==> config.mk <==
export PLATFORM = sky130hd
export DESIGN_NAME = tag_telegram_top
export DESIGN_NICKNAME = d
export VERILOG_FILES = /design/src/inc/tag_pkg.sv /design/src/hw/tag_telegram_top.sv /design/src/hw/bit_fifo.sv
export SDC_FILE = /design/constraint.sdc
export NUM_CORES = 1
export LEC_CHECK = 0
export CORE_ASPECT_RATIO = 1.5
export CORE_MARGIN = 2
export CORE_UTILIZATION = 30
export DETAILED_ROUTE_END_ITERATION = 6
export DONT_BUFFER_PORTS = 1
export PLACE_DENSITY = 0.45
export SYNTH_ARGS = -nofsm -noshare
export SYNTH_HDL_FRONTEND = slang
export SYNTH_SLANG_ARGS = --single-unit
==> constraint.sdc <==
create_clock -name clk -period 7.5 [get_ports clk]
set_input_delay 0.375 -clock clk [delete_from_list [all_inputs] [get_ports clk]]
set_output_delay 0.375 -clock clk [all_outputs]
set_load 0.05 [all_outputs]
==> src/inc/tag_pkg.sv <==
// Constants, types and the telegram builder shared by the tag logic
package tag_pkg;

  // ****************************************************************
  // Telegram layout
  // ****************************************************************
  localparam int TELEGRAM_BITS = 128;
  localparam int HEADER_ZEROS  = 10;
  localparam int HEADER_BITS   = 11;
  localparam int ID_BITS       = 64;
  localparam int CRC_BITS      = 16;
  localparam int TRAILER_BITS  = 24;
  localparam int BLOCK_BITS    = 8;
  localparam int PAYLOAD_BITS  = ID_BITS + CRC_BITS + TRAILER_BITS;
  localparam int BLOCK_COUNT   = PAYLOAD_BITS / BLOCK_BITS;
  localparam int INDEX_BITS    = 7;

  // ****************************************************************
  // Bit cell timing, in carrier cycles
  // ****************************************************************
  localparam int CELL_CYCLES   = 32;
  localparam int HALF_CELL     = 16;
  localparam int MAX_ADVANCE   = 8;
  localparam int CYC_BITS      = 5;

  // ****************************************************************
  // Buffering
  // ****************************************************************
  localparam int FIFO_DEPTH    = 8;
  localparam int FIFO_WIDTH    = 1;

  // ****************************************************************
  // Reset values
  // ****************************************************************
  localparam logic [INDEX_BITS-1:0] INDEX_RESET = 7'h00;
  localparam logic [CYC_BITS-1:0]   CYC_RESET   = 5'h00;
  localparam logic [7:0]            HIST_RESET  = 8'h00;

  // ****************************************************************
  // Types
  // ****************************************************************
  typedef enum logic [1:0] {
    LOAD_SINGLE,
    LOAD_DOUBLE,
    LOAD_ALTERNATE
  } load_mode_t;

  typedef enum logic {
    ENC_IDLE,
    ENC_SEND
  } enc_state_t;

  // Bit 0 of the result goes out first
  function automatic logic [TELEGRAM_BITS-1:0] build_telegram(
    input logic [ID_BITS-1:0]      id_code,
    input logic [CRC_BITS-1:0]     crc_code,
    input logic [TRAILER_BITS-1:0] trailer
  );
    logic [TELEGRAM_BITS-1:0] t;
    logic [PAYLOAD_BITS-1:0]  p;
    int                       pos;
    t   = '0;
    p   = {trailer, crc_code, id_code};
    pos = HEADER_ZEROS;
    t[pos] = 1'b1;
    pos = HEADER_BITS;
    for (int b = 0; b < BLOCK_COUNT; b++) begin
      for (int i = 0; i < BLOCK_BITS; i++) begin
        t[pos] = p[b*BLOCK_BITS+i];
        pos    = pos + 1;
      end
      t[pos] = 1'b1;
      pos    = pos + 1;
    end
    return t;
  endfunction : build_telegram

endpackage : tag_pkg

==> src/hw/tag_telegram_top.sv <==
// Read-only tag: telegram reader, bi-phase encoder and damping load drive
//
// Operation
// - Repeat telegram continuously while field present
// - 128-bit fused code shifted out bitwise
// - Next repetition follows last bit without gap
// - Each bit cell lasts 32 carrier cycles
// - Zero inverts subcarrier phase, one keeps it
// - Rising edges advanced up to eight cycles
// - Damping load switched by encoded stream
// - Single, double or alternate side loading option
// - Header of zeros then a single one
// - 64-bit code as eight 8-bit blocks
// - 16 check bits as two blocks
// - Check bits cover only the code
// - 24 trailer bits as three blocks
// - Control bit one after every block
// - Code, check, trailer sent LSB first
// - Transmit only while field is on
`timescale 1ns/10ps
module tag_telegram_top #(
  parameter logic [tag_pkg::ID_BITS-1:0]      ID_CODE   = 64'h0000_0000_0000_0000,
  parameter logic [tag_pkg::CRC_BITS-1:0]     CRC_CODE  = 16'h0000,
  parameter logic [tag_pkg::TRAILER_BITS-1:0] TRAILER   = 24'h00_0000,
  parameter tag_pkg::load_mode_t              LOAD_MODE = tag_pkg::LOAD_SINGLE,
  parameter int                               ADVANCE   = tag_pkg::MAX_ADVANCE
) (
  // Clock and power-up reset
  input  wire logic clk,
  input  wire logic rst_n,
  // Field sensing
  input  wire logic field_present,
  input  wire logic carrier_in,
  // Damping load drive
  output logic      load_coil1_q,
  output logic      load_coil2_q,
  // Status
  output logic      sending_q
);
  import tag_pkg::*;

  // ****************************************************************
  // Fuse image
  // ****************************************************************
  // The check bits are programmed with the code, computed over the code
  // alone; the tag never recomputes them.
  localparam logic [TELEGRAM_BITS-1:0] FUSES =
    build_telegram(ID_CODE, CRC_CODE, TRAILER);

  // Clamp keeps the delay tap inside the history register
  localparam int ADV = (ADVANCE < 1) ? 1 : ((ADVANCE > MAX_ADVANCE) ? MAX_ADVANCE : ADVANCE);

  // ****************************************************************
  // Telegram reader
  // ****************************************************************
  logic [INDEX_BITS-1:0] idx_q, idx_d;
  logic                  fifo_in_ready;
  logic                  fifo_push;
  logic                  fifo_out_valid;
  logic                  fifo_pop;
  logic [0:0]            fifo_out_data;
  logic                  flush;

  // Leaving the field drops anything queued, so a new field starts fresh
  assign flush     = !field_present;
  assign fifo_push = field_present;

  always_comb begin
    idx_d = idx_q;
    if (!field_present) begin
      idx_d = INDEX_RESET;
    end else if (fifo_in_ready) begin
      // Index wraps from 127 to 0 with no idle bit in between
      idx_d = INDEX_BITS'(idx_q + 1'b1);
    end
  end

  always_ff @(posedge clk or negedge rst_n) begin
    if (!rst_n) begin
      idx_q <= INDEX_RESET;
    end else begin
      idx_q <= idx_d;
    end
  end

  // ****************************************************************
  // Bit buffer
  // ****************************************************************
  // The reader stalls whenever the buffer is full, so it runs at most eight bits
  // ahead of the slow bit cells without losing its place.
  bit_fifo #(
    .WIDTH (FIFO_WIDTH),
    .DEPTH (FIFO_DEPTH)
  ) u_fifo (
    .clk       (clk),
    .rst_n     (rst_n),
    .flush     (flush),
    .in_valid  (fifo_push),
    .in_ready  (fifo_in_ready),
    .in_data   (FUSES[idx_q]),
    .out_valid (fifo_out_valid),
    .out_ready (fifo_pop),
    .out_data  (fifo_out_data)
  );

  // ****************************************************************
  // Carrier edge detect
  // ****************************************************************
  logic carrier_q, carrier_d;
  logic carrier_edge;

  always_comb begin
    carrier_d = carrier_in;
  end

  always_ff @(posedge clk or negedge rst_n) begin
    if (!rst_n) begin
      carrier_q <= 1'b0;
    end else begin
      carrier_q <= carrier_d;
    end
  end

  assign carrier_edge = carrier_in && !carrier_q;

  // ****************************************************************
  // Differential bi-phase encoder
  // ****************************************************************
  enc_state_t            state_q, state_d;
  logic [CYC_BITS-1:0]   cyc_q, cyc_d;
  logic                  ideal_q, ideal_d;
  logic [7:0]            hist_q, hist_d;
  logic                  cell_start;
  logic                  next_bit;

  assign next_bit = fifo_out_valid ? fifo_out_data[0] : 1'b0;

  always_comb begin
    state_d    = state_q;
    cyc_d      = cyc_q;
    ideal_d    = ideal_q;
    hist_d     = hist_q;
    cell_start = 1'b0;
    case (state_q)
      ENC_IDLE: begin
        if (field_present && fifo_out_valid && carrier_edge) begin
          state_d    = ENC_SEND;
          cell_start = 1'b1;
        end
      end
      ENC_SEND: begin
        if (!field_present) begin
          state_d = ENC_IDLE;
        end else if (carrier_edge) begin
          cell_start = (cyc_q == CYC_BITS'(CELL_CYCLES-1));
        end
      end
      default: begin
        state_d = ENC_IDLE;
      end
    endcase

    if (state_d == ENC_IDLE) begin
      cyc_d   = CYC_RESET;
      ideal_d = 1'b0;
      hist_d  = HIST_RESET;
    end else if (carrier_edge) begin
      hist_d = {hist_q[6:0], ideal_q};
      if (cell_start) begin
        // Count runs 0..31 over the cell, so a cell spans 32 carrier edges
        cyc_d = CYC_RESET;
        // The subcarrier toggles at the boundary before a zero; a one skips it
        if (!next_bit) begin
          ideal_d = !ideal_q;
        end
      end else begin
        cyc_d = CYC_BITS'(cyc_q + 1'b1);
        if (cyc_q == CYC_BITS'(HALF_CELL-1)) begin
          ideal_d = !ideal_q;
        end
      end
    end
  end

  // Pop exactly one bit at each cell start
  assign fifo_pop = cell_start;

  always_ff @(posedge clk or negedge rst_n) begin
    if (!rst_n) begin
      state_q <= ENC_IDLE;
      cyc_q   <= CYC_RESET;
      ideal_q <= 1'b0;
      hist_q  <= HIST_RESET;
    end else begin
      state_q <= state_d;
      cyc_q   <= cyc_d;
      ideal_q <= ideal_d;
      hist_q  <= hist_d;
    end
  end

  // ****************************************************************
  // Edge advance and load drive
  // ****************************************************************
  // ORing the wave with a delayed copy stretches each high phase at its
  // end; against the delayed copy every rise comes ADV cycles early while
  // the period is untouched. Costs a fixed lag of ADV carrier cycles.
  logic mod_level;
  logic coil1_d, coil2_d, sending_d;

  assign mod_level = (state_q == ENC_SEND) && (ideal_q || hist_q[ADV-1]);

  always_comb begin
    coil1_d   = 1'b0;
    coil2_d   = 1'b0;
    sending_d = (state_q == ENC_SEND);
    case (LOAD_MODE)
      LOAD_SINGLE: begin
        coil1_d = mod_level;
      end
      LOAD_DOUBLE: begin
        coil1_d = mod_level;
        coil2_d = mod_level;
      end
      LOAD_ALTERNATE: begin
        // Side follows the carrier half-wave
        coil1_d = mod_level && carrier_in;
        coil2_d = mod_level && !carrier_in;
      end
      default: begin
        coil1_d = mod_level;
      end
    endcase
  end

  always_ff @(posedge clk or negedge rst_n) begin
    if (!rst_n) begin
      load_coil1_q <= 1'b0;
      load_coil2_q <= 1'b0;
      sending_q    <= 1'b0;
    end else begin
      load_coil1_q <= coil1_d;
      load_coil2_q <= coil2_d;
      sending_q    <= sending_d;
    end
  end

endmodule : tag_telegram_top

==> src/hw/bit_fifo.sv <==
// Small flip-flop FIFO between the telegram reader and the encoder
`timescale 1ns/10ps
module bit_fifo #(
  parameter int WIDTH = tag_pkg::FIFO_WIDTH,
  parameter int DEPTH = tag_pkg::FIFO_DEPTH
) (
  // Clock and reset
  input  wire logic             clk,
  input  wire logic             rst_n,
  input  wire logic             flush,
  // Filling side
  input  wire logic             in_valid,
  output logic                  in_ready,
  input  wire logic [WIDTH-1:0] in_data,
  // Draining side
  output logic                  out_valid,
  input  wire logic             out_ready,
  output logic      [WIDTH-1:0] out_data
);
  import tag_pkg::*;

  localparam int PW = $clog2(DEPTH);

  logic [WIDTH-1:0] mem_q [DEPTH];
  logic [WIDTH-1:0] mem_d [DEPTH];
  logic [PW-1:0]    wr_q, wr_d, rd_q, rd_d;
  logic [PW:0]      cnt_q, cnt_d;
  logic             push, pop;

  function automatic logic [PW-1:0] bump(input logic [PW-1:0] p);
    return (p == PW'(DEPTH-1)) ? '0 : PW'(p + 1'b1);
  endfunction : bump

  assign in_ready  = (cnt_q != (PW+1)'(DEPTH));
  assign out_valid = (cnt_q != '0);
  assign out_data  = mem_q[rd_q];
  assign push      = in_valid && in_ready;
  assign pop       = out_valid && out_ready;

  always_comb begin
    mem_d = mem_q;
    wr_d  = wr_q;
    rd_d  = rd_q;
    cnt_d = cnt_q;
    if (flush) begin
      wr_d  = '0;
      rd_d  = '0;
      cnt_d = '0;
    end else begin
      if (push) begin
        mem_d[wr_q] = in_data;
        wr_d        = bump(wr_q);
      end
      if (pop) begin
        rd_d = bump(rd_q);
      end
      cnt_d = cnt_q + (PW+1)'(push) - (PW+1)'(pop);
    end
  end

  always_ff @(posedge clk or negedge rst_n) begin
    if (!rst_n) begin
      for (int i = 0; i < DEPTH; i++) begin
        mem_q[i] <= '0;
      end
      wr_q  <= '0;
      rd_q  <= '0;
      cnt_q <= '0;
    end else begin
      mem_q <= mem_d;
      wr_q  <= wr_d;
      rd_q  <= rd_d;
      cnt_q <= cnt_d;
    end
  end

endmodule : bit_fifo

==> report_table.html <==
<table>
<tr><th>Metric</th><th>Value</th></tr>
<tr><th colspan="2">Critical path</th></tr>
<tr><td>Startpoint types</td><td>flop</td></tr>
<tr><td>CP Data Required Time</td><td>7.66 ns</td></tr>
<tr><td>End of the worst register-to-register path</td><td>u_fifo.cnt_q[3]</td></tr>
<tr><td>Launching instance or port of the critical path</td><td>cyc_q[0]</td></tr>
<tr><td>Type of the worst setup path</td><td>flop to flop</td></tr>
<tr><td>Maximum net fanout on the critical path</td><td>8</td></tr>
<tr><td>Critical path destination</td><td>u_fifo.cnt_q[3]</td></tr>
<tr><td>Endpoint type of the worst setup path</td><td>flop</td></tr>
<tr><td>Path depth of the worst reg2reg path</td><td>12</td></tr>
<tr><td>R2R Setup Slk</td><td>4.63 ns</td></tr>
<tr><td>Signal arrival time at the worst endpoint</td><td>3.04 ns</td></tr>
<tr><td>Worst reg2reg startpoint</td><td>cyc_q[0]</td></tr>
<tr><th colspan="2">Logic synthesis</th></tr>
<tr><td>Cell area after synthesis</td><td>2406 um2</td></tr>
<tr><td>Synthesized net count</td><td>261</td></tr>
<tr><td>Count of distinct cell types in the synthesized netlist</td><td>49</td></tr>
<tr><td>Top cells by instance count after synthesis</td><td>dfrtp_1 (43), nand2_1 (39), a21oi_1 (19), ha_1 (19), nor2_1 (15)</td></tr>
<tr><td>Most common flop cell mapped by yosys</td><td>dfrtp_1</td></tr>
<tr><td>Async set-reset flop share out of synthesis</td><td>100.0%</td></tr>
<tr><td>Top cell type by total area after synthesis</td><td>dfrtp_1</td></tr>
<tr><td>Area contributors post-synth</td><td>dfrtp_1 (45%), ha_1 (9.9%), nand2_1 (6.1%)</td></tr>
<tr><td>Post-Synthesis Cells</td><td>237</td></tr>
<tr><td>Cell with the most instances after synthesis</td><td>dfrtp_1</td></tr>
<tr><td>Yosys reg bits</td><td>43</td></tr>
<tr><td>EDFF count, synth</td><td>0</td></tr>
<tr><td>Number of warnings issued by yosys</td><td>0</td></tr>
<tr><td>Share of synthesized area occupied by flip-flops and latches</td><td>44.72%</td></tr>
<tr><td>Area fraction of the dominant cell type after synthesis</td><td>44.72%</td></tr>
<tr><td>Synthesized area divided by synthesized cell count</td><td>10.15 um2</td></tr>
<tr><th colspan="2">Finish</th></tr>
<tr><td>Fraction of final layout cells sized beyond drive strength 1</td><td>11.39%</td></tr>
<tr><td>Final core utilization</td><td>34.08%</td></tr>
<tr><td>Ant diodes</td><td>0</td></tr>
<tr><td>Final net count</td><td>260</td></tr>
<tr><td>Signed area change from the synthesized netlist to the final layout</td><td>12.01%</td></tr>
<tr><td>Number of fill cells in the layout</td><td>843</td></tr>
<tr><td>Layout Cells excl Fill</td><td>342</td></tr>
<tr><th colspan="2">Floorplan</th></tr>
<tr><td>Boundary pin count</td><td>7</td></tr>
<tr><td>Cell row count</td><td>40</td></tr>
<tr><td>Effective utilization at floorplan</td><td>30.43%</td></tr>
<tr><td>Placeable core region</td><td>7908 um2</td></tr>
<tr><td>Die Y</td><td>113.7 um</td></tr>
<tr><td>X dimension of the die</td><td>77.12 um</td></tr>
<tr><td>Die footprint</td><td>8767 um2</td></tr>
<tr><th colspan="2">CTS</th></tr>
<tr><td># H-tree levels</td><td>2</td></tr>
<tr><td>CTS root buf</td><td>clkbuf_16</td></tr>
<tr><td>Post-CTS setup buffers</td><td>0</td></tr>
<tr><td>Clock transition at the register clock pins on the worst setup and hold paths after CTS</td><td>0.07 ns</td></tr>
<tr><td>Bufs on Longest Clock Path</td><td>2</td></tr>
<tr><td>TritonCTS buffer count</td><td>5</td></tr>
<tr><td>Clock tree from TritonCTS</td><td>built</td></tr>
<tr><td>Clock Latency Late Sink</td><td>0.29 ns</td></tr>
<tr><td>CTS-repair resized insts</td><td>0</td></tr>
<tr><td>Number of clock sinks</td><td>43</td></tr>
<tr><th colspan="2">Detailed routing</th></tr>
<tr><td>Drc violations</td><td>0</td></tr>
<tr><td>Wire length after detailed routing</td><td>4659 um</td></tr>
<tr><td>Mean routed wirelength per cell</td><td>13.62 um</td></tr>
<tr><td>Length of the first detailed-routing pass in iterations</td><td>4</td></tr>
<tr><td>Number of vias after detailed routing</td><td>1,651</td></tr>
<tr><td>Average via count per standard cell</td><td>4.827</td></tr>
<tr><td>First-iteration detailed-routing DRC count</td><td>54</td></tr>
<tr><td>Residual antenna-violating net count after detailed routing</td><td>0</td></tr>
<tr><th colspan="2">Timing</th></tr>
<tr><td>Hold Fails Final Rpt</td><td>0</td></tr>
<tr><td>Final WS setup</td><td>4.627 ns</td></tr>
<tr><td>Highest clock rate</td><td>348.0 MHz</td></tr>
<tr><td>RSZ-0062 raised after global routing</td><td>no</td></tr>
<tr><td>Pin slew with the least headroom to its limit</td><td>0.7064 ns</td></tr>
<tr><td>Finish-stage setup viols</td><td>0</td></tr>
<tr><td>Min Clock Period, post-route</td><td>2.873 ns</td></tr>
<tr><td>Setup Total Neg Slack</td><td>0 ns</td></tr>
<tr><td>Count of pins over their slew limit</td><td>0</td></tr>
<tr><td>Final worst clock skew</td><td>0.004956 ns</td></tr>
<tr><td>Final worst path period share</td><td>38.31%</td></tr>
<tr><td>Headroom to the max-slew limit</td><td>52.70%</td></tr>
<tr><th colspan="2">Worst hold path</th></tr>
<tr><td>Class of the tightest hold or removal check</td><td>input port to flop</td></tr>
<tr><th colspan="2">Placement</th></tr>
<tr><td>Placement-stage worst setup slack</td><td>4.610 ns</td></tr>
<tr><td>Total half-perimeter wirelength after legalization and detailed placement</td><td>3162 um</td></tr>
<tr><td>Final RePlAce weighted congestion</td><td>0.6786</td></tr>
<tr><td>Placed cell count</td><td>332</td></tr>
<tr><td>Number of I/O port buffers</td><td>0</td></tr>
<tr><th colspan="2">Global routing</th></tr>
<tr><td>Combined global-route utilization of all metal layers</td><td>12.22%</td></tr>
<tr><td>Via count of the first global-routing pass</td><td>1,801</td></tr>
<tr><td>Global-route wire length before repair</td><td>8424 um</td></tr>
<tr><td>Total congestion overflow after global routing</td><td>0</td></tr>
<tr><td>Pin count of the biggest net entering global routing</td><td>44</td></tr>
<tr><td>Number of antenna violations at the first check in global routing</td><td>0</td></tr>
<tr><th colspan="2">Power and ir drop</th></tr>
<tr><td>Pleak</td><td>1.184 nW</td></tr>
<tr><td>Maximum resistive drop on vdd</td><td>152.9 uV</td></tr>
<tr><td>Power per unit of standard cell area</td><td>273.5 nW/um2</td></tr>
<tr><th colspan="2">Flow run</th></tr>
<tr><td>Max cap viols</td><td>0</td></tr>
<tr><th colspan="2">Run status</th></tr>
<tr><td>Result of the run</td><td>completed</td></tr>
</table>
## where the power goes
group | internal, mW | switching [mW] | total, mW
registers | 0.260 | 0.0474 | 0.307
logic | 0.0789 | 0.0974 | 0.176
clock network | 0.157 | 0.0966 | 0.254
total | 0.496 | 0.241 | 0.737
## cells in the final DEF, fill, tap and decap left out, types with 2 or more instances in the layout
cell       instances
dfrtp_1           43
nand2_1           39
a21oi_1           19
ha_1              19
nor2_1            15
inv_1             10
mux2_2             9
xnor2_1            7
nor3_1             5
clkbuf_16          5
nor2b_1            4
inv_2              3
nor4_1             3
nand3_1            3
nor4bb_1           3
o21ai_1            3
nor2_2             2
and2_1             2
a21o_1             2
nor3b_1            2
or3_1              2
and4b_1            2
o21ai_0            2
nand3b_1           2
nand4_1            2
mux4_1             2
nor4b_1            2
nand4b_1           2
## critical path, stage by stage, from the launching register on
cell and delay (ns):
dfrtp_1 0.38, ha_1 0.19, and3_1 0.19, ha_1 0.28
nor2b_1 0.11, a2111oi_4 0.49, ha_1 0.25, inv_1 0.07
ha_1 0.27, a21o_1 0.16, a21oi_1 0.16, xnor2_1 0.14
nor2_1 0.05
## kinds of logic after synthesis
logic type	Yosys count	share of synthesized area [%]
AOI/OAI and AO/OA	35	9.985
xor gates and xnor gates	8	2.912
adders and majority gates	20	10.71
buffers and inverters	23	4.056
DFF	43	44.72
muxes	12	6.864
other	1	0.1559
and+or+nand+nor	95	20.59
## routing by layer
layer | track usage (%) | share of wire (%) | wire (um) | vias to the layer above
met2 | 21.45 | 52 | 2417 | 15
met3 | 3.085 | 2.6 | 122 | 6
met5 | 0 | 0 | 0 | -
met1 | 13.66 | 43 | 1999 | 815
met4 | 6.071 | 2.6 | 119 | 0
li1 | - | - | - | 815
## metrics by stage
stage | cell area [um2] | power [mW] | hold slack, ns
4_1_cts | 2695 | 0.7549 | 0.09721
2_1_floorplan | 2406 | 0.4487 | 0.07941
6_report | 2695 | 0.7372 | 0.1107
3_3_place_gp | 2489 | 0.4833 | 0.08170
5_1_grt | 2695 | 0.7968 | 0.09350
3_5_place_dp | 2489 | 0.4857 | 0.08198
## worst min path at each step
stage	startpoint	endpoint	slack, ns	cells past startpoint
after floorplan	rst_n	carrier_q	0.08	0
after global placement	rst_n	cyc_q[4]	0.08	0
after detailed placement	rst_n	cyc_q[2]	0.08	0
after CTS	carrier_in	carrier_q	0.1	0
after global routing	carrier_in	carrier_q	0.09	0
final	carrier_in	carrier_q	0.11	0
## state kept, by name (all words and copies together), names as in the netlist
register and count:
hist_q 8, u_fifo.mem_q 8, idx_q 7, cyc_q 5, u_fifo.cnt_q 4, u_fifo.rd_q 3, u_fifo.wr_q 3, carrier_q 1
ideal_q 1, load_coil1_q 1, sending_d 1, sending_q 1
## what timing repair did
action	CTS	global route
endpoints found under the hold margin	43	0
hold buffers	2	0
setup endpoints to repair	0	0
## final cells by class
type,count,area [um2],share of cell area [%]
Multi-Input combinational cell,171,1232,45.73
Sequential cell,43,1076,39.93
Tap cell,105,131.4,4.875
Clock buffer,5,125.1,4.643
Inverter,13,48.80,1.811
Clock inverter,3,43.79,1.625
Timing Repair Buffer,2,37.54,1.393
Note: power is estimated with default switching activity, not from simulation.
